File: src/hw/unused_placeholder_none.sv
`timescale 1ns/1ns
`default_nettype none
`default_nettype wire

File: src/hw/strength_pwm_pkg.sv
package strength_pwm_pkg;

  // Clock and pulse period
  localparam int          CLK_PERIOD_NS = 10;
  localparam int          PULSE_PERIOD_NS = 64000;
  localparam int          PERIOD_CYCLES_INT = PULSE_PERIOD_NS / CLK_PERIOD_NS;
  localparam logic [12:0] PERIOD_CYCLES = 13'(PERIOD_CYCLES_INT);

  // Duty resolution: 445 steps of about 144 ns each
  localparam int          STEP_NS = 144;
  localparam logic [8:0]  DUTY_STEPS = 9'h1bd;
  localparam logic [8:0]  LAST_STEP = 9'h1bc;
  localparam logic [8:0]  STEP_ZERO = 9'h000;
  localparam logic [12:0] ACC_ZERO = 13'h0000;

  // Margin to duty mapping, in duty steps
  localparam int          ZERO_DB_STEPS = 107;
  localparam int          SLOPE_NUM = 121;
  localparam int          SLOPE_SHIFT = 4;
  localparam int          LOW_SLOPE = 4;
  localparam int          MIN_ACTIVE_STEPS = 5;
  localparam int          FULL_STEPS = 445;
  localparam logic [8:0]  DUTY_RESET = 9'h000;

  // Hold timer
  localparam int          HOLD_UNIT_MS = 100;
  localparam int          HOLD_UNIT_CYCLES_DEF = HOLD_UNIT_MS * 1000000 / CLK_PERIOD_NS;
  localparam logic [7:0]  HOLD_OFF = 8'h00;
  localparam logic [7:0]  HOLD_FOREVER = 8'hff;
  localparam logic [7:0]  HOLD_DEFAULT = 8'h28;
  localparam logic [7:0]  HOLD_ONE = 8'h01;

  typedef enum logic [1:0] {
    IND_IDLE,
    IND_HOLD,
    IND_FOREVER
  } ind_state_t;

endpackage

File: src/hw/margin_to_duty.sv
`timescale 1ns/1ns
`default_nettype none
module margin_to_duty (
  input  wire logic        mclk,
  input  wire logic        reset_n,
  input  wire logic        load,
  input  wire logic signed [7:0] margin_db,
  output logic [8:0]       duty
);
  import strength_pwm_pkg::*;

  // Linear fit through 0/10/20/30 dB points, saturating at full on
  function automatic logic [8:0] steps_for(input logic signed [7:0] m);
    int v;
    v = ZERO_DB_STEPS;
    if (m <= 0) begin
      v = ZERO_DB_STEPS + LOW_SLOPE * int'(m);
      if (v < MIN_ACTIVE_STEPS) begin
        v = MIN_ACTIVE_STEPS;
      end
    end else begin
      v = ZERO_DB_STEPS + ((SLOPE_NUM * int'(m)) >>> SLOPE_SHIFT);
      if (v > FULL_STEPS) begin
        v = FULL_STEPS;
      end
    end
    return v[8:0];
  endfunction

  // Margin is relative to sensitivity, never absolute power
  always_ff @(posedge mclk or negedge reset_n) begin
    if (!reset_n) begin
      duty <= DUTY_RESET;
    end else if (load) begin
      duty <= steps_for(margin_db);
    end
  end

  property p_map_points;
    @(posedge mclk) disable iff (!reset_n)
    load && (margin_db == 8'sh0a) |=> duty == 9'h0b6;
  endproperty
  a_map_points: assert property (p_map_points)
    else $error("10 dB margin not mapped to 41 percent");

  property p_low_band;
    @(posedge mclk) disable iff (!reset_n)
    load && (margin_db <= 8'sh00) |=> (duty >= 9'h005) && (duty <= 9'h06b);
  endproperty
  a_low_band: assert property (p_low_band)
    else $error("Below sensitivity duty outside 1 to 24 percent");

endmodule // margin_to_duty
`default_nettype wire

File: src/hw/signal_strength_pwm.sv
// Operation
// - Pulse period fixed at 64 us
// - Period split into 445 duty steps
// - Active duty spans 1 to 100 percent
// - Inactive indication holds output constantly low
// - At or below sensitivity gives 1-24 percent
// - 10/20/30 dB map to 41/58/75 percent
// - Duty tracks margin both above and below sensitivity
// - Hold settings 0x01-0xFE count 100 ms units
// - Hold expiry forces zero until next packet
// - Output zero after power-up until packet
// - Setting 0xFF never times out
`timescale 1ns/1ns
`default_nettype none
module signal_strength_pwm #(
  parameter int HOLD_UNIT_CYCLES = strength_pwm_pkg::HOLD_UNIT_CYCLES_DEF
) (
  input  wire logic        mclk,
  input  wire logic        reset_n,
  input  wire logic        packet_valid,
  input  wire logic signed [7:0] packet_margin,
  input  wire logic [7:0]  strength_hold_time,
  output logic             strength_pulse_output
);
  import strength_pwm_pkg::*;

  localparam int TW = (HOLD_UNIT_CYCLES > 1) ? $clog2(HOLD_UNIT_CYCLES) : 1;
  localparam logic [TW-1:0] TICK_LAST = TW'(HOLD_UNIT_CYCLES - 1);
  localparam logic [TW-1:0] TICK_ZERO = '0;
  localparam logic [TW-1:0] TICK_ONE  = TW'(1);
  localparam logic [31:0]   SPAN_ZERO = 32'h0000_0000;
  localparam logic [31:0]   SPAN_ONE  = 32'h0000_0001;

  logic [12:0]      phase_acc;
  logic [8:0]       step;
  logic [8:0]       duty;
  logic [TW-1:0]    tick_count;
  logic             unit_tick;
  logic [7:0]       hold_left;
  ind_state_t       state;
  logic             accept;
  logic [13:0]      next_acc;

  // Hold setting of zero never lets a packet through
  assign accept = packet_valid && (strength_hold_time != HOLD_OFF);

  margin_to_duty u_map (
    .mclk      (mclk),
    .reset_n   (reset_n),
    .load      (accept),
    .margin_db (packet_margin),
    .duty      (duty)
  );

  // Fractional step clock: 445 steps land exactly on 6400 cycles,
  // which avoids the drift a rounded 14-cycle step would give
  always_comb begin
    next_acc = {1'b0, phase_acc} + {5'h00, DUTY_STEPS};
  end

  always_ff @(posedge mclk or negedge reset_n) begin
    if (!reset_n) begin
      phase_acc <= ACC_ZERO;
      step      <= STEP_ZERO;
    end else if (next_acc >= {1'b0, PERIOD_CYCLES}) begin
      phase_acc <= 13'(next_acc - {1'b0, PERIOD_CYCLES});
      step      <= (step == LAST_STEP) ? STEP_ZERO : step + 9'h001;
    end else begin
      phase_acc <= next_acc[12:0];
    end
  end

  // 100 ms prescaler, realigned to each accepted packet
  always_ff @(posedge mclk or negedge reset_n) begin
    if (!reset_n) begin
      tick_count <= TICK_ZERO;
      unit_tick  <= 1'b0;
    end else if (accept) begin
      tick_count <= TICK_ZERO;
      unit_tick  <= 1'b0;
    end else if (tick_count == TICK_LAST) begin
      tick_count <= TICK_ZERO;
      unit_tick  <= 1'b1;
    end else begin
      tick_count <= tick_count + TICK_ONE;
      unit_tick  <= 1'b0;
    end
  end

  // Indication state; a packet in the expiry cycle wins
  always_ff @(posedge mclk or negedge reset_n) begin
    if (!reset_n) begin
      state     <= IND_IDLE;
      hold_left <= HOLD_OFF;
    end else if (accept) begin
      hold_left <= strength_hold_time;
      if (strength_hold_time == HOLD_FOREVER) begin
        state <= IND_FOREVER;
      end else begin
        state <= IND_HOLD;
      end
    end else begin
      unique case (state)
        IND_IDLE: begin
          hold_left <= HOLD_OFF;
        end
        IND_HOLD: begin
          if (unit_tick) begin
            hold_left <= hold_left - HOLD_ONE;
            if (hold_left == HOLD_ONE) begin
              state <= IND_IDLE;
            end
          end
        end
        IND_FOREVER: begin
          state <= IND_FOREVER;
        end
        // Spare state code recovers to idle
        default: begin
          state     <= IND_IDLE;
          hold_left <= HOLD_OFF;
        end
      endcase
    end
  end

  // Rising edge at step zero, high while step is below duty
  always_ff @(posedge mclk or negedge reset_n) begin
    if (!reset_n) begin
      strength_pulse_output <= 1'b0;
    end else if (state == IND_IDLE) begin
      strength_pulse_output <= 1'b0;
    end else begin
      strength_pulse_output <= (step < duty);
    end
  end

  // Helper logic for the checks below
  logic [12:0] wrap_gap;
  logic        seen_packet;
  logic        wrap;
  logic [7:0]  hold_set;
  logic [31:0] hold_span;

  assign wrap = (step == LAST_STEP) && (next_acc >= {1'b0, PERIOD_CYCLES});

  always_ff @(posedge mclk or negedge reset_n) begin
    if (!reset_n) begin
      wrap_gap <= ACC_ZERO;
    end else if (wrap) begin
      wrap_gap <= ACC_ZERO;
    end else begin
      wrap_gap <= wrap_gap + 13'h0001;
    end
  end

  always_ff @(posedge mclk or negedge reset_n) begin
    if (!reset_n) begin
      seen_packet <= 1'b0;
    end else if (accept) begin
      seen_packet <= 1'b1;
    end
  end

  // Cycles since the last packet, for the hold length check
  always_ff @(posedge mclk or negedge reset_n) begin
    if (!reset_n) begin
      hold_set  <= HOLD_OFF;
      hold_span <= SPAN_ZERO;
    end else if (accept) begin
      hold_set  <= strength_hold_time;
      hold_span <= SPAN_ZERO;
    end else begin
      hold_span <= hold_span + SPAN_ONE;
    end
  end

  property p_period;
    @(posedge mclk) disable iff (!reset_n)
    wrap |-> wrap_gap == 13'h18ff;
  endproperty
  a_period: assert property (p_period)
    else $error("Pulse period is not 6400 cycles");

  property p_step_range;
    @(posedge mclk) disable iff (!reset_n)
    step <= 9'h1bc;
  endproperty
  a_step_range: assert property (p_step_range)
    else $error("Duty step index beyond 444");

  property p_active_duty;
    @(posedge mclk) disable iff (!reset_n)
    (state != IND_IDLE) && (duty >= 9'h06b) |-> duty <= 9'h1bd;
  endproperty
  a_active_duty: assert property (p_active_duty)
    else $error("Active duty above full period");

  property p_idle_low;
    @(posedge mclk) disable iff (!reset_n)
    (state == IND_IDLE) |=> !strength_pulse_output;
  endproperty
  a_idle_low: assert property (p_idle_low)
    else $error("Output high while indication inactive");

  property p_expire;
    @(posedge mclk) disable iff (!reset_n)
    (state == IND_HOLD) && unit_tick && (hold_left == 8'h01) && !accept
      |=> (state == IND_IDLE) ##1 !strength_pulse_output;
  endproperty
  a_expire: assert property (p_expire)
    else $error("Hold expiry did not force output low");

  property p_powerup;
    @(posedge mclk) disable iff (!reset_n)
    !seen_packet && !$past(seen_packet) |-> !strength_pulse_output;
  endproperty
  a_powerup: assert property (p_powerup)
    else $error("Output active before first packet");

  property p_forever;
    @(posedge mclk) disable iff (!reset_n)
    ((state == IND_FOREVER) || accept) && (!accept || (strength_hold_time == 8'hff))
      |=> state == IND_FOREVER;
  endproperty
  a_forever: assert property (p_forever)
    else $error("Permanent setting left the active state");

  property p_restart;
    @(posedge mclk) disable iff (!reset_n)
    accept |=> (hold_left == $past(strength_hold_time)) && (state != IND_IDLE)
      && (tick_count == '0);
  endproperty
  a_restart: assert property (p_restart)
    else $error("Packet did not restart the hold");

  property p_hold_zero;
    @(posedge mclk) disable iff (!reset_n)
    (state == IND_IDLE) && packet_valid && (strength_hold_time == 8'h00)
      |=> state == IND_IDLE;
  endproperty
  a_hold_zero: assert property (p_hold_zero)
    else $error("Zero hold setting activated output");

  property p_tick_spacing;
    @(posedge mclk) disable iff (!reset_n)
    unit_tick |-> $past(tick_count) == TICK_LAST;
  endproperty
  a_tick_spacing: assert property (p_tick_spacing)
    else $error("Hold unit tick at wrong spacing");

  // A mid-period rise is legal only right after a packet moves duty
  property p_rise_at_zero;
    @(posedge mclk) disable iff (!reset_n)
    $rose(strength_pulse_output) && !$past(accept, 2) |-> $past(step) == STEP_ZERO;
  endproperty
  a_rise_at_zero: assert property (p_rise_at_zero)
    else $error("Pulse rose away from step zero");

  property p_full_on;
    @(posedge mclk) disable iff (!reset_n)
    (state != IND_IDLE) && (duty == DUTY_STEPS) |=> strength_pulse_output;
  endproperty
  a_full_on: assert property (p_full_on)
    else $error("Full duty did not hold output high");

  property p_step_zero_high;
    @(posedge mclk) disable iff (!reset_n)
    (state != IND_IDLE) && (step == STEP_ZERO) |=> strength_pulse_output;
  endproperty
  a_step_zero_high: assert property (p_step_zero_high)
    else $error("Active output missing its minimum pulse");

  property p_idle_stays;
    @(posedge mclk) disable iff (!reset_n)
    (state == IND_IDLE) && !accept |=> state == IND_IDLE;
  endproperty
  a_idle_stays: assert property (p_idle_stays)
    else $error("Indication woke without a packet");

  property p_hold_steady;
    @(posedge mclk) disable iff (!reset_n)
    (state == IND_HOLD) && !accept && !unit_tick |=> $stable(hold_left);
  endproperty
  a_hold_steady: assert property (p_hold_steady)
    else $error("Hold count moved without a unit tick");

  property p_hold_length;
    @(posedge mclk) disable iff (!reset_n)
    (state == IND_HOLD) && unit_tick && (hold_left == HOLD_ONE) && !accept
      |-> hold_span == 32'(hold_set) * 32'(HOLD_UNIT_CYCLES);
  endproperty
  a_hold_length: assert property (p_hold_length)
    else $error("Hold expired after the wrong number of cycles");

  property p_refused_duty;
    @(posedge mclk) disable iff (!reset_n)
    packet_valid && (strength_hold_time == HOLD_OFF) |=> $stable(duty);
  endproperty
  a_refused_duty: assert property (p_refused_duty)
    else $error("Refused packet changed the duty");

endmodule // signal_strength_pwm
`default_nettype wire

File: config.mk
export PLATFORM = sky130hd
export DESIGN_NAME = signal_strength_pwm
export DESIGN_NICKNAME = d
export VERILOG_FILES = /design/src/hw/unused_placeholder_none.sv /design/src/hw/strength_pwm_pkg.sv /design/src/hw/margin_to_duty.sv /design/src/hw/signal_strength_pwm.sv
export SDC_FILE = /design/constraint.sdc
export NUM_CORES = 1
export LEC_CHECK = 0
export ABC_AREA = 1
export BUFFER_PORTS_ARGS = -buffer_cell sky130_fd_sc_hd__buf_2
export CAP_MARGIN = 20
export CORE_MARGIN = 2
export CORE_UTILIZATION = 55
export DETAILED_ROUTE_END_ITERATION = 10
export GPL_TIMING_DRIVEN = 0
export HOLD_SLACK_MARGIN = 0.06
export PLACE_DENSITY = 0.72
export REMOVE_ABC_BUFFERS = 1
export SLEW_MARGIN = 20
export SYNTH_ARGS = -nofsm -noshare
export SYNTH_HDL_FRONTEND = slang
export SYNTH_HIERARCHICAL = 1
export SYNTH_SLANG_ARGS = --single-unit
File: constraint.sdc
create_clock -name mclk -period 3.2 [get_ports mclk]
set_input_delay 0.32 -clock mclk [delete_from_list [all_inputs] [get_ports mclk]]
set_output_delay 0.32 -clock mclk [all_outputs]
set_load 0.03 [all_outputs]
==> metrics.md <==
| Metric | Value |
|---|---|
| Worst-skew pair later-pin latency | `360 ps` |
| Worst Hold Path Cells | `5` |
| Power Total | `0.004118 W` |
| Initial Utilization | `0.5567` |
| H-tree depth | `3` |
| Sw frac | `0.4557` |
| Synth Register Bits | `67` |
| Met2 WL | `6797 um` |
| Slowest cell on crit path | `fa_1` |
| Synth unique cells | `41` |
| FP Rows | `38` |
| Die Span X | `108.3 um` |
| TritonCTS clock tree | `done` |
| Slew of the pin with the lowest slew margin | `885.3 ps` |
| Nets@finish | `978` |
| Clock root buffer | `clkbuf_8` |
| Detailed placer's ending HPWL | `10,030 um` |
| Comb pwr share | `0.606` |
| Final Instance Area | `0.006794 mm^2` |
| Cell mode on critical path | `nand2_2` |
| Placed Area | `0.006218 mm^2` |
| DR WL met3 | `505 um` |
| Internal power | `0.002241 W` |
| Syn Inst Count | `851` |
| Worst R2R Setup Slack | `410 ps` |
| Final worst slack | `-742.3 ps` |
| Via density | `5.317` |
| Post-synth top area share | `0.2803` |
| WL met1 | `6053 um` |
| Die H | `108.3 um` |
| DRC | `0` |
| Maximum vdd drop | `518.3 uV` |
| CP Capture Type | `flop` |
| Reg2reg path depth | `16` |
| Max_slew headroom | `0.4062` |
| Worst-path clk slew | `80 ps` |
| Number of buffers created by CTS | `9` |
| Cell Chain, Critical Path | `buf_12 > fa_1 > inv_1 > fa_1 > fa_1 > inv_1 > fa_1 > ha_4 > nand2_4 > nor2_2 > nand2_2 > nand3_2 > nand2_1 > nand2_2 > nand3_4 > nand2_2 > nand2_2 > nor2_2 > nand2_1 > nand2_2 > nand2_4 > nand3_1 > nand2_1 > a21oi_2` |
| Port Buffers | `19` |
| CP delay by family, top | `adder cells` |
| Synth top area cells | `dfrtp_1 (28%), nand2_1 (14%), ha_1 (12%)` |
| Number of global-route vias before repair | `5,180` |
| DR pass1 iterations | `5` |
| R2r endpoint | `phase_acc[10]` |
| Final Max Slew Viols | `0` |
| Placer Congestion | `0.8647` |
| Type of origin of the critical path | `input pin` |
| Share of layout cells above drive strength 1 | `0.1446` |
| GRT overflow | `0` |
| Sink Count | `67` |
| Leakage | `3.520 nW` |
| Antenna violations before repair | `0` |
| Vias | `5,487` |
| Global Route Usage Sum | `0.2415` |
| Flop pwr share | `0.232` |
| Clk pwr share | `0.163` |
| Avg Cell Area, Syn | `7.029 um^2` |
| Switching power | `0.001877 W` |
| Crit path required time | `3490 ps` |
| FF-to-FF Start | `phase_acc[0]` |
| Hold Path Sink | `state[1]` |
| Crit path time final | `3942 ps` |
| ANT cells | `0` |
| Core Util, Final | `0.6323` |
| Final worst path period share | `1.232` |
| DR WL/cell | `13.10 um` |
| Final setup viols | `9` |
| Hold path startpoint | `strength_hold_time[0]` |
| Outcome | `finished with violations` |
| RSZ-0062 raised after global routing | `true` |
| Clk buf depth | `2` |
| Max Cap Viol | `0` |
| CP Class | `in2reg` |
| Global-route wire length before repair | `22,900 um` |
| Die area | `0.01173 mm^2` |
| Slowest stage delay, CP | `520 ps` |
| Register area share after synthesis | `0.2803` |
| Worst Skew | `6.925 ps` |
| Largest net degree at the start of global routing | `49` |
| Count of boundary I/O pins | `20` |
| Top Layer Used | `met4` |
| Area growth, synth to finish | `13.57%` |
| Area leader, netlist | `dfrtp_1` |
| Crit path max fanout | `5` |
| Initial DRC Count | `338` |
| Failing checks | `setup timing` |
| CP bufs+invs | `3` |
| Remaining antenna violation count | `0` |
| Synth Cell Area | `0.005982 mm^2` |
| WL final | `13,520 um` |
| Worst Path Arrival | `4230 ps` |
| Placeable Area | `0.01075 mm^2` |
| Hold crit path type | `in2reg` |
| Fin. Hold Viols | `0` |
| PwrDens | `606.1 mW/mm^2` |
| Peak Freq | `0.2537 GHz` |
| Yosys warns | `6` |
## per-layer routing
metal / up-vias / track usage
met5: - / 0
met4: 0 / 0.07692
met3: 19 / 0.04521
met2: 111 / 0.4061
met1: 2554 / 0.3151
li1: 2803 / -
## sequential cells by signal, summed over array words and instances (netlist names)
name / flops
hold_left: 8
phase_acc: 13
state: 2
step: 9
strength_pulse_output: 1
tick_count: 24
u_map/duty: 9
unit_tick: 1
## logic make-up after synthesis
logic type	Yosys count	synth area share
and+or+nand+nor	460	0.3451
buffers and inverters	155	0.1023
AOI/OAI and AO/OA	76	0.07342
adders and majority gates	72	0.1682
DFF	67	0.2803
xor gates and xnor gates	21	0.03075
## worst max path at each step
stage	slack, ps	endpoint	startpoint	depth (start not counted)
after floorplan	-890	u_map/duty[0]	packet_margin[5]	23
after global placement	-1350	u_map/duty[5]	packet_margin[5]	23
after detailed placement	-1440	u_map/duty[7]	packet_margin[5]	24
after CTS	-650	u_map/duty[5]	packet_margin[5]	24
after global routing	-890	u_map/duty[4]	packet_margin[5]	24
final	-740	u_map/duty[5]	packet_margin[5]	24
## tightest hold or removal path, stage by stage
cell and delay, ps:
buf_2 110, nand4_1 60, nor2_1 50, nand2_1 60, nand2_1 40
## metrics by stage
stage	setup slack [ps]	setup TNS (ps)	cells	hold slack (ps)
after global routing	-887.4	-7733	1032	315.4
final	-742.3	-6242	1032	316.5
after floorplan	-890.0	-7853	842	24.41
after detailed placement	-1438	-12770	1002	229.5
after CTS	-649.7	-5545	1029	301.4
after global placement	-1345	-11970	1001	437.4
## what timing repair did
action / CTS / global route
hold endpoints to repair: 19 / 0
pin swaps: 13 / 13
setup buffers: 9 / 3
endpoints found under the setup margin: 9 / 9
hold buffers: 1 / 0
resized for setup: 32 / 33
cloned: 1 / 0
## power by group through the flow
stage,clock [W],combinational (W),sequential [W]
global route,0.000728,0.00279,0.000962
floorplan,0,0.00143,0.000962
finish,0.000671,0.00249,0.000954
CTS,0.000685,0.00214,0.000954
global placement,0,0.00172,0.000967
detailed placement,0,0.00177,0.000971
## cells in the final DEF (no fill, tap or decap), types with 8 or more instances in the layout
cell type / count
nand2_1: 202
inv_1: 140
nor2_1: 82
dfrtp_1: 67
nand3_1: 61
ha_1: 49
nand2_2: 26
o21ai_0: 25
a21oi_1: 25
nand4_1: 22
nor3_1: 16
buf_4: 15
xor2_1: 14
buf_2: 13
fa_1: 13
nand3_2: 12
nor4_1: 11
clkbuf_8: 10
a21oi_2: 8
ha_4: 8
## cell type report
class	count	area, um^2
Fill cell	982	3951
Timing Repair Buffer	33	257.7
Multi-Input combinational cell	630	3950
Sequential cell	67	1677
Tap cell	140	175.2
Inverter	146	548.0
Clock inverter	6	48.80
Clock buffer	10	137.6
## synthesized netlist by cell type, drive strengths merged
cell / number
a211oi: 3
a21boi: 1
a21o: 2
a21oi: 33
a311oi: 1
a31oi: 3
and2: 1
and3: 2
buf: 8
clkbuf: 1
clkinv: 1
dfrtp: 67
fa: 14
ha: 58
inv: 145
nand2: 233
nand3: 75
nand3b: 3
nand4: 23
nor2: 90
nor3: 16
nor3b: 4
nor4: 11
o211ai: 3
o21ai: 28
o22ai: 2
or2: 2
xnor2: 7
xor2: 14
No activity file was read; power rests on OpenSTA's default activity.
